==> config.mk <==
export PLATFORM = sky130hd
export DESIGN_NAME = adc_result_compare_config
export DESIGN_NICKNAME = d
export VERILOG_FILES = /design/src/inc/adc_regs_pkg.sv /design/src/verilog/adc_result_compare_config.sv
export SDC_FILE = /design/constraint.sdc
export NUM_CORES = 1
export LEC_CHECK = 0
export ABC_CLOCK_PERIOD_IN_PS = 3300
export BUFFER_PORTS_ARGS = -buffer_cell sky130_fd_sc_hd__buf_2
export CAP_MARGIN = 20
export CORE_UTILIZATION = 50
export CTS_CLUSTER_DIAMETER = 30
export DETAILED_ROUTE_END_ITERATION = 6
export PLACE_DENSITY = 0.84
export REMOVE_ABC_BUFFERS = 1
export SLEW_MARGIN = 0
export SYNTH_ARGS = -nofsm -noshare
export SYNTH_HDL_FRONTEND = slang
export SYNTH_SLANG_ARGS = --single-unit
==> constraint.sdc <==
create_clock -name ref_clk_in -period 3.3 [get_ports ref_clk_in]
set_clock_uncertainty 0.2 [all_clocks]
set_input_delay 0 -clock ref_clk_in [delete_from_list [all_inputs] [get_ports ref_clk_in]]
set_output_delay 0 -clock ref_clk_in [all_outputs]
set_load 0.01 [all_outputs]
==> src/inc/adc_regs_pkg.sv <==
`default_nettype none
package adc_regs_pkg;
   // Register offsets on the plain register port
   localparam logic [3:0] ADDR_RESULT_HIGH = 4'h0;
   localparam logic [3:0] ADDR_RESULT_LOW = 4'h1;
   localparam logic [3:0] ADDR_CMP_HIGH = 4'h2;
   localparam logic [3:0] ADDR_CMP_LOW = 4'h3;
   localparam logic [3:0] ADDR_CONFIG = 4'h4;
   localparam logic [3:0] ADDR_PIN_SEL_LOW = 4'h5;
   localparam logic [3:0] ADDR_STATUS_CTRL = 4'h6;
   localparam logic [3:0] ADDR_CMP_CTRL = 4'h7;
   // Configuration field positions
   localparam int CFG_LOW_POWER_BIT = 7;
   localparam int CFG_DIV_LSB = 5;
   localparam int CFG_LONG_SAMPLE_BIT = 4;
   localparam int CFG_MODE_LSB = 2;
   localparam int CFG_CLK_LSB = 0;
   // Status/control field positions
   localparam int SC_FLAG_BIT = 7;
   localparam int CC_ACTIVE_BIT = 7;
   localparam int CC_CMP_EN_BIT = 5;
   localparam int CC_CMP_GT_BIT = 4;
   // Reset values and the value read at unmapped offsets
   localparam logic [7:0] CONFIG_RESET = 8'h00;
   localparam logic [7:0] PIN_SEL_RESET = 8'h00;
   localparam logic [7:0] CMP_RESET = 8'h00;
   localparam logic [11:0] RESULT_RESET = 12'h000;
   localparam logic [7:0] READ_UNMAPPED = 8'h00;
   // Resolution codes
   localparam logic [1:0] MODE_8 = 2'h0;
   localparam logic [1:0] MODE_12 = 2'h1;
   localparam logic [1:0] MODE_10 = 2'h2;
   // Input clock codes
   localparam logic [1:0] CLK_BUS = 2'h0;
   localparam logic [1:0] CLK_BUS_HALF = 2'h1;
   localparam logic [1:0] CLK_ALT = 2'h2;
   localparam logic [1:0] CLK_ASYNC = 2'h3;
   typedef enum logic [1:0] {
      LOCK_OPEN = 2'b01,
      LOCK_HELD = 2'b10
   } lock_state_t;
endpackage
`default_nettype wire

==> src/verilog/adc_result_compare_config.sv <==
`timescale 1ns/1ps
`default_nettype none
module adc_result_compare_config (
   input wire logic ref_clk_in,
   input wire logic rst_n_in,
   input wire logic [3:0] addr_in,
   input wire logic [7:0] wdata_in,
   input wire logic wr_in,
   input wire logic rd_in,
   output logic [7:0] rdata_out,
   input wire logic conv_done_in,
   input wire logic [11:0] conv_result_in,
   input wire logic conv_active_in,
   input wire logic alt_clk_in,
   input wire logic async_clk_in,
   input wire logic [7:0] port_out_in,
   input wire logic [7:0] port_oe_in,
   input wire logic [7:0] port_pullup_in,
   input wire logic [7:0] pin_level_in,
   output logic converter_clock_out,
   output logic low_power_select_out,
   output logic long_sample_select_out,
   output logic [1:0] resolution_mode_out,
   output logic start_write_out,
   output logic conversion_complete_flag_out,
   output logic [7:0] pin_out_out,
   output logic [7:0] pin_oe_out,
   output logic [7:0] pin_pullup_out,
   output logic [7:0] port_read_out
);

   typedef struct packed {
      logic [7:0] rdata;
      logic [11:0] result;
      logic [7:0] cmp_high;
      logic [7:0] cmp_low;
      logic [7:0] config_reg;
      logic [1:0] clk_sel_live;
      logic [1:0] div_live;
      logic [7:0] pin_sel;
      logic cmp_en;
      logic cmp_gt;
      adc_regs_pkg::lock_state_t lock;
      logic flag;
      logic start_wr;
      logic bus_half;
      logic [2:0] div_cnt;
      logic src_d;
      logic conv_clk;
      logic [7:0] pin_out;
      logic [7:0] pin_oe;
      logic [7:0] pin_pullup;
      logic [7:0] port_read;
   } state_t;

   state_t s_r;
   state_t s_nxt;
   logic rst_sync1_r;
   logic rst_sync2_r;

   always_ff @(posedge ref_clk_in or negedge rst_n_in)
   begin
      if (!rst_n_in)
      begin
         rst_sync1_r <= 1'b0;
         rst_sync2_r <= 1'b0;
      end
      else
      begin
         rst_sync1_r <= 1'b1;
         rst_sync2_r <= rst_sync1_r;
      end
   end

   logic [1:0] mode;
   logic [11:0] cmp_value;
   logic [11:0] diff;
   logic [11:0] masked_res;
   logic cmp_true;
   logic store_ok;
   logic src_clk;
   logic src_edge;
   logic [2:0] div_mask;
   logic [11:0] clean_diff;

   always_comb
   begin
      mode = s_r.config_reg[adc_regs_pkg::CFG_MODE_LSB +: 2];
      // Compare value width follows the resolution
      case (mode)
         adc_regs_pkg::MODE_12: cmp_value = {s_r.cmp_high[3:0], s_r.cmp_low};
         adc_regs_pkg::MODE_10: cmp_value = {2'b00, s_r.cmp_high[1:0], s_r.cmp_low};
         default: cmp_value = {4'h0, s_r.cmp_low};
      endcase
      case (mode)
         adc_regs_pkg::MODE_12: masked_res = conv_result_in;
         adc_regs_pkg::MODE_10: masked_res = {2'b00, conv_result_in[9:0]};
         default: masked_res = {4'h0, conv_result_in[7:0]};
      endcase
      cmp_true = s_r.cmp_gt ? (masked_res >= cmp_value) : (masked_res < cmp_value);
      diff = masked_res + (~cmp_value + 12'h001);
      case (mode)
         adc_regs_pkg::MODE_12: clean_diff = diff;
         adc_regs_pkg::MODE_10: clean_diff = {2'b00, diff[9:0]};
         default: clean_diff = {4'h0, diff[7:0]};
      endcase
      // 8-bit mode never holds the lock
      store_ok = (s_r.lock == adc_regs_pkg::LOCK_OPEN) || (mode == adc_regs_pkg::MODE_8);
      case (s_r.clk_sel_live)
         adc_regs_pkg::CLK_BUS: src_clk = 1'b1;
         adc_regs_pkg::CLK_BUS_HALF: src_clk = s_r.bus_half;
         adc_regs_pkg::CLK_ALT: src_clk = alt_clk_in;
         default: src_clk = async_clk_in;
      endcase
      src_edge = (s_r.clk_sel_live == adc_regs_pkg::CLK_BUS) ? 1'b1 : (src_clk & ~s_r.src_d);
      // Half-period in source edges: ratio 2 -> 1, 4 -> 2, 8 -> 4
      case (s_r.div_live)
         2'h0: div_mask = 3'h0;
         2'h1: div_mask = 3'h0;
         2'h2: div_mask = 3'h1;
         default: div_mask = 3'h3;
      endcase

      s_nxt = s_r;
      s_nxt.start_wr = 1'b0;
      s_nxt.bus_half = ~s_r.bus_half;
      s_nxt.src_d = src_clk;
      if (!conv_active_in)
      begin
         s_nxt.clk_sel_live = s_r.config_reg[adc_regs_pkg::CFG_CLK_LSB +: 2];
         s_nxt.div_live = s_r.config_reg[adc_regs_pkg::CFG_DIV_LSB +: 2];
      end
      // Ratio one follows the sampled source; on the bus clock a register
      // can at best toggle each cycle, so that case gives half the bus rate
      if ((s_r.div_live == 2'h0) && (s_r.clk_sel_live != adc_regs_pkg::CLK_BUS))
      begin
         s_nxt.div_cnt = 3'h0;
         s_nxt.conv_clk = src_clk;
      end
      else if (src_edge)
      begin
         if ((s_r.div_cnt & div_mask) == div_mask)
         begin
            s_nxt.div_cnt = 3'h0;
            s_nxt.conv_clk = ~s_r.conv_clk;
         end
         else
         begin
            s_nxt.div_cnt = s_r.div_cnt + 3'h1;
         end
      end

      s_nxt.rdata = adc_regs_pkg::READ_UNMAPPED;
      if (rd_in)
      begin
         case (addr_in)
            adc_regs_pkg::ADDR_RESULT_HIGH:
            begin
               s_nxt.rdata = {4'h0, s_r.result[11:8]};
               if (mode != adc_regs_pkg::MODE_8)
                  s_nxt.lock = adc_regs_pkg::LOCK_HELD;
            end
            adc_regs_pkg::ADDR_RESULT_LOW:
            begin
               s_nxt.rdata = s_r.result[7:0];
               s_nxt.lock = adc_regs_pkg::LOCK_OPEN;
               s_nxt.flag = 1'b0;
            end
            adc_regs_pkg::ADDR_CMP_HIGH: s_nxt.rdata = s_r.cmp_high;
            adc_regs_pkg::ADDR_CMP_LOW: s_nxt.rdata = s_r.cmp_low;
            adc_regs_pkg::ADDR_CONFIG: s_nxt.rdata = s_r.config_reg;
            adc_regs_pkg::ADDR_PIN_SEL_LOW: s_nxt.rdata = s_r.pin_sel;
            adc_regs_pkg::ADDR_STATUS_CTRL: s_nxt.rdata = {s_r.flag, 7'h00};
            adc_regs_pkg::ADDR_CMP_CTRL:
               s_nxt.rdata = {conv_active_in, 1'b0, s_r.cmp_en, s_r.cmp_gt, 4'h0};
            default: s_nxt.rdata = adc_regs_pkg::READ_UNMAPPED;
         endcase
      end
      if (wr_in)
      begin
         case (addr_in)
            adc_regs_pkg::ADDR_CMP_HIGH: s_nxt.cmp_high = wdata_in;
            adc_regs_pkg::ADDR_CMP_LOW: s_nxt.cmp_low = wdata_in;
            adc_regs_pkg::ADDR_CONFIG: s_nxt.config_reg = wdata_in;
            adc_regs_pkg::ADDR_PIN_SEL_LOW: s_nxt.pin_sel = wdata_in;
            adc_regs_pkg::ADDR_STATUS_CTRL:
            begin
               s_nxt.flag = 1'b0;
               s_nxt.start_wr = 1'b1;
            end
            adc_regs_pkg::ADDR_CMP_CTRL:
            begin
               s_nxt.cmp_en = wdata_in[adc_regs_pkg::CC_CMP_EN_BIT];
               s_nxt.cmp_gt = wdata_in[adc_regs_pkg::CC_CMP_GT_BIT];
            end
            default: s_nxt.start_wr = 1'b0;
         endcase
      end
      // Completion after the clear sources so a new result wins
      if (conv_done_in && store_ok && (!s_r.cmp_en || cmp_true))
      begin
         s_nxt.result = s_r.cmp_en ? clean_diff : masked_res;
         s_nxt.flag = 1'b1;
      end

      for (int i = 0; i < 8; i++)
      begin
         s_nxt.pin_out[i] = s_r.pin_sel[i] ? 1'b0 : port_out_in[i];
         s_nxt.pin_oe[i] = s_r.pin_sel[i] ? 1'b0 : port_oe_in[i];
         s_nxt.pin_pullup[i] = s_r.pin_sel[i] ? 1'b0 : port_pullup_in[i];
         s_nxt.port_read[i] = s_r.pin_sel[i] ? 1'b0 : pin_level_in[i];
      end
   end

   always_ff @(posedge ref_clk_in or negedge rst_sync2_r)
   begin
      if (!rst_sync2_r)
      begin
         s_r <= '0;
         s_r.lock <= adc_regs_pkg::LOCK_OPEN;
         s_r.config_reg <= adc_regs_pkg::CONFIG_RESET;
         s_r.pin_sel <= adc_regs_pkg::PIN_SEL_RESET;
         s_r.cmp_high <= adc_regs_pkg::CMP_RESET;
         s_r.cmp_low <= adc_regs_pkg::CMP_RESET;
         s_r.result <= adc_regs_pkg::RESULT_RESET;
      end
      else
      begin
         s_r <= s_nxt;
      end
   end

   assign rdata_out = s_r.rdata;
   assign converter_clock_out = s_r.conv_clk;
   assign low_power_select_out = s_r.config_reg[adc_regs_pkg::CFG_LOW_POWER_BIT];
   assign long_sample_select_out = s_r.config_reg[adc_regs_pkg::CFG_LONG_SAMPLE_BIT];
   assign resolution_mode_out = s_r.config_reg[adc_regs_pkg::CFG_MODE_LSB +: 2];
   assign start_write_out = s_r.start_wr;
   assign conversion_complete_flag_out = s_r.flag;
   assign pin_out_out = s_r.pin_out;
   assign pin_oe_out = s_r.pin_oe;
   assign pin_pullup_out = s_r.pin_pullup;
   assign port_read_out = s_r.port_read;

endmodule
`default_nettype wire

==> run summary <==
Status: finished, final reports clean
Critical path data required time: 3.36 ns
R2R Path Start: resolution_mode_out[0]$_DFFE_PN0P_
Min-delay src: conv_result_in[9]
First-pass GRT wire length: 21200 microns
FF+latch area: 2530 sq um
Initial Utilization: 52.4%
Internal reg-to-reg setup slack: 0.05 ns
# setup viols final: 0
Pwr per Cell Area: 602 nW/um^2
Achievable Freq: 308 MHz
Seq/Total Area, Yosys: 48.7%
Slew headroom: 49.4%
DP Area: 5620 sq um
Port bufs: 110
Worst slack, placed: -0.132 ns
Initial antenna violation count: 0
Setup ws final: 0.0508 ns
LEAKAGE: 3.15 nW
HP Class: in2reg
Overall Global Routing Usage: 25.1%
Top cells by area, synth: dfrtp_1, mux2_2, buf_4
Total clock sinks: 101
Setup TNS: 0 ns
Ys Warns: 0
Layout cells sized above 1: 34.6%
EDFF count, synth: 0
Hold WS: 0.0632 ns
Crit-path cells: inv_2 > ha_2 > o21a_4 > and2_4 > ha_4 > nand3_4 > or3_4 > a21o_1 > o311a_1 > o311ai_4 > buf_12 > mux2_2
Die width: 104 microns
Delay-heaviest family, CP: compound AO/OA/AOI/OAI gates
Async set or reset register ratio after synthesis: 100%
Synth top area share: 48.1%
Via count: 4120
Clock latency at the later pin of the worst-skew pair: 0.38 ns
Critical path type: reg2reg
Largest net degree at the start of global routing: 52
Worst-path clk slew: 0.10 ns
CP Max Fanout: 6
RR Endpoint: s_r[82]$_DFFE_PN0P_
Core Area: 9910 sq um
WP data arrival: 3.31 ns
Site Rows: 36
Worst setup SP type: register
GRT overflow: 0
Netlist cell types: 56
Fin util: 67.4%
Fin. max-slew vios: 0
Crit-path slowest cell: dfrtp_2
Worst Setup End Kind: register
Synthesized area: 5200 sq um
Detailed Route WL: 13000 microns
Actual slew at the worst max-slew pin: 0.757 ns
Nets@finish: 696
Crit path from: resolution_mode_out[0]$_DFFE_PN0P_
Post-layout min period: 3.25 ns
Worst VDD drop: 0.237 mV
Footprint of the multi-input gates: 2310 sq um
Hold violation count in the final report: 0
Drc violations: 0
Hold Path Stages: 4
CTS buffer count: 9
Max Buffers Root-to-Sink: 2
Vias in the first global route: 4208
Cells after synthesis: 469
DPL Wire Length: 8460 microns
Design area: 6680 sq um
RSZ-0062 raised after global routing: yes
Clk root buf: clkbuf_8
Yosys top cell by area: dfrtp_1
Worst path buffer plus inverter count: 2
Fin crit share: 98.5%
Die Ht: 104 microns
CTS tree: built
Most frequent cells in the layout: buf_2, dfrtp_1, dlygate4sd3_1, mux2_2, nor2b_1
Vias per Instance: 5.46
Antenna Nets Post-Route: 0
WHS Endpoint: s_r[89]$_DFFE_PN0P_
Reg2reg path depth: 12
First-pass detailed-route iteration total: 5
Commonest non-fill, non-tap cell in the layout: buf_2
Starting DRT DRC Count: 278
Die ar.: 10800 sq um
Max Cap Violations: 0
P&R area growth vs syn: 28.5%
Most used DFF post-synth: dfrtp_1
CP max stage delay: 0.43 ns
WL per Instance: 17.2 microns
GPL Wtd Cong: 0.864
# diodes: 0
Boundary Pins: 111
Fillers: 736
Mapped Avg Cell Area: 11.1 sq um
H-tree depth: 3
#FFs+latches synth: 101
[state kept, by name, indices dropped and copies added (netlist names)]
name,cells
resolution_mode_out,2
s_r,52
pin_oe_out,8
low_power_select_out,1
pin_out_out,8
start_write_out,1
rst_sync2_r,1
port_read_out,8
long_sample_select_out,1
converter_clock_out,1
pin_pullup_out,8
rdata_out,8
rst_sync1_r,1
conversion_complete_flag_out,1
[per-layer routing]
| layer | part of all wire [%] | track usage [%] | vias to the layer above | routed length (microns) |
|---|---|---|---|---|
| li1 | - | - | 1888 | - |
| met1 | 42 | 31.7 | 1997 | 5520 |
| met2 | 49 | 42.2 | 207 | 6370 |
| met3 | 6.4 | 5.33 | 28 | 826 |
| met4 | 2.2 | 9.49 | 0 | 291 |
| met5 | 0 | 0 | - | 0 |
[worst max-delay path by stage]
stage,end,slack (ns),cells past startpoint
floorplan,s_r[80]$_DFFE_PN0P_,-0.06,11
global placement,s_r[81]$_DFFE_PN0P_,0.007,10
detailed placement,s_r[80]$_DFFE_PN0P_,-0.13,10
CTS,s_r[80]$_DFFE_PN0P_,0.005,12
global route,s_r[82]$_DFFE_PN0P_,-0.01,12
finish,s_r[82]$_DFFE_PN0P_,0.05,12
[tightest hold or removal path, delay by kind of cell]
family                 cells  cell delay [ns]
multiplexers               1             0.27
AO/OA/AOI/OAI              1             0.13
buffers and inverters      1             0.11
AND/OR/NAND/NOR            1             0.08
[kinds of logic after synthesis]
| family | synth area share (%) |
|---|---|
| and+or+nand+nor | 12.8 |
| other | 0.0722 |
| DFF | 48.7 |
| muxes | 14.4 |
| xor gates and xnor gates | 1.18 |
| adders and majority gates | 4.00 |
| AOI/OAI and AO/OA | 10.1 |
| buffers and inverters | 8.74 |
[synthesized netlist by cell type (all sizes together) (4+ instances only)]
cell type / n
o21a: 4
inv: 20
clkbuf: 8
dfrtp: 100
a22oi: 5
and2: 4
a31oi: 4
ha: 15
nand2b: 4
nand2: 34
nor2b: 36
o21ai: 15
buf: 47
nor3: 6
xnor2: 5
mux2: 51
nand3: 11
nor2: 26
mux2i: 10
a21oi: 14
[stage by stage]
stage	total power, W	std cells
after CTS	0.00397	753
final	0.00402	754
after global placement	0.00287	666
after floorplan	0.00253	414
after global routing	0.00424	754
after detailed placement	0.00293	666
[power breakdown]
group	switching, W	total, W	internal, W
registers	0.000217	0.00173	0.00151
clock network	0.000409	0.000860	0.000451
logic	0.000665	0.00144	0.000772
total	0.00129	0.00402	0.00273
[what timing repair did]
| action | in CTS | in global routing |
|---|---|---|
| gates cloned | 1 | 0 |
| endpoints found under the hold margin | 96 | 0 |
| resized for setup | 15 | 5 |
| setup endpoints to repair | 11 | 14 |
| pin swaps | 5 | 7 |
| setup buffers | 5 | 1 |
| hold buffers | 65 | 0 |
[layout make-up]
type,count,area share [%]
tap,133,2.49
multi-input combinational,292,34.6
clock inverter,3,1.03
clock buffer,13,2.23
timing repair buffer,191,20.5
inverter,21,1.18
sequential,101,37.9
(Power assumes the default switching activity.)
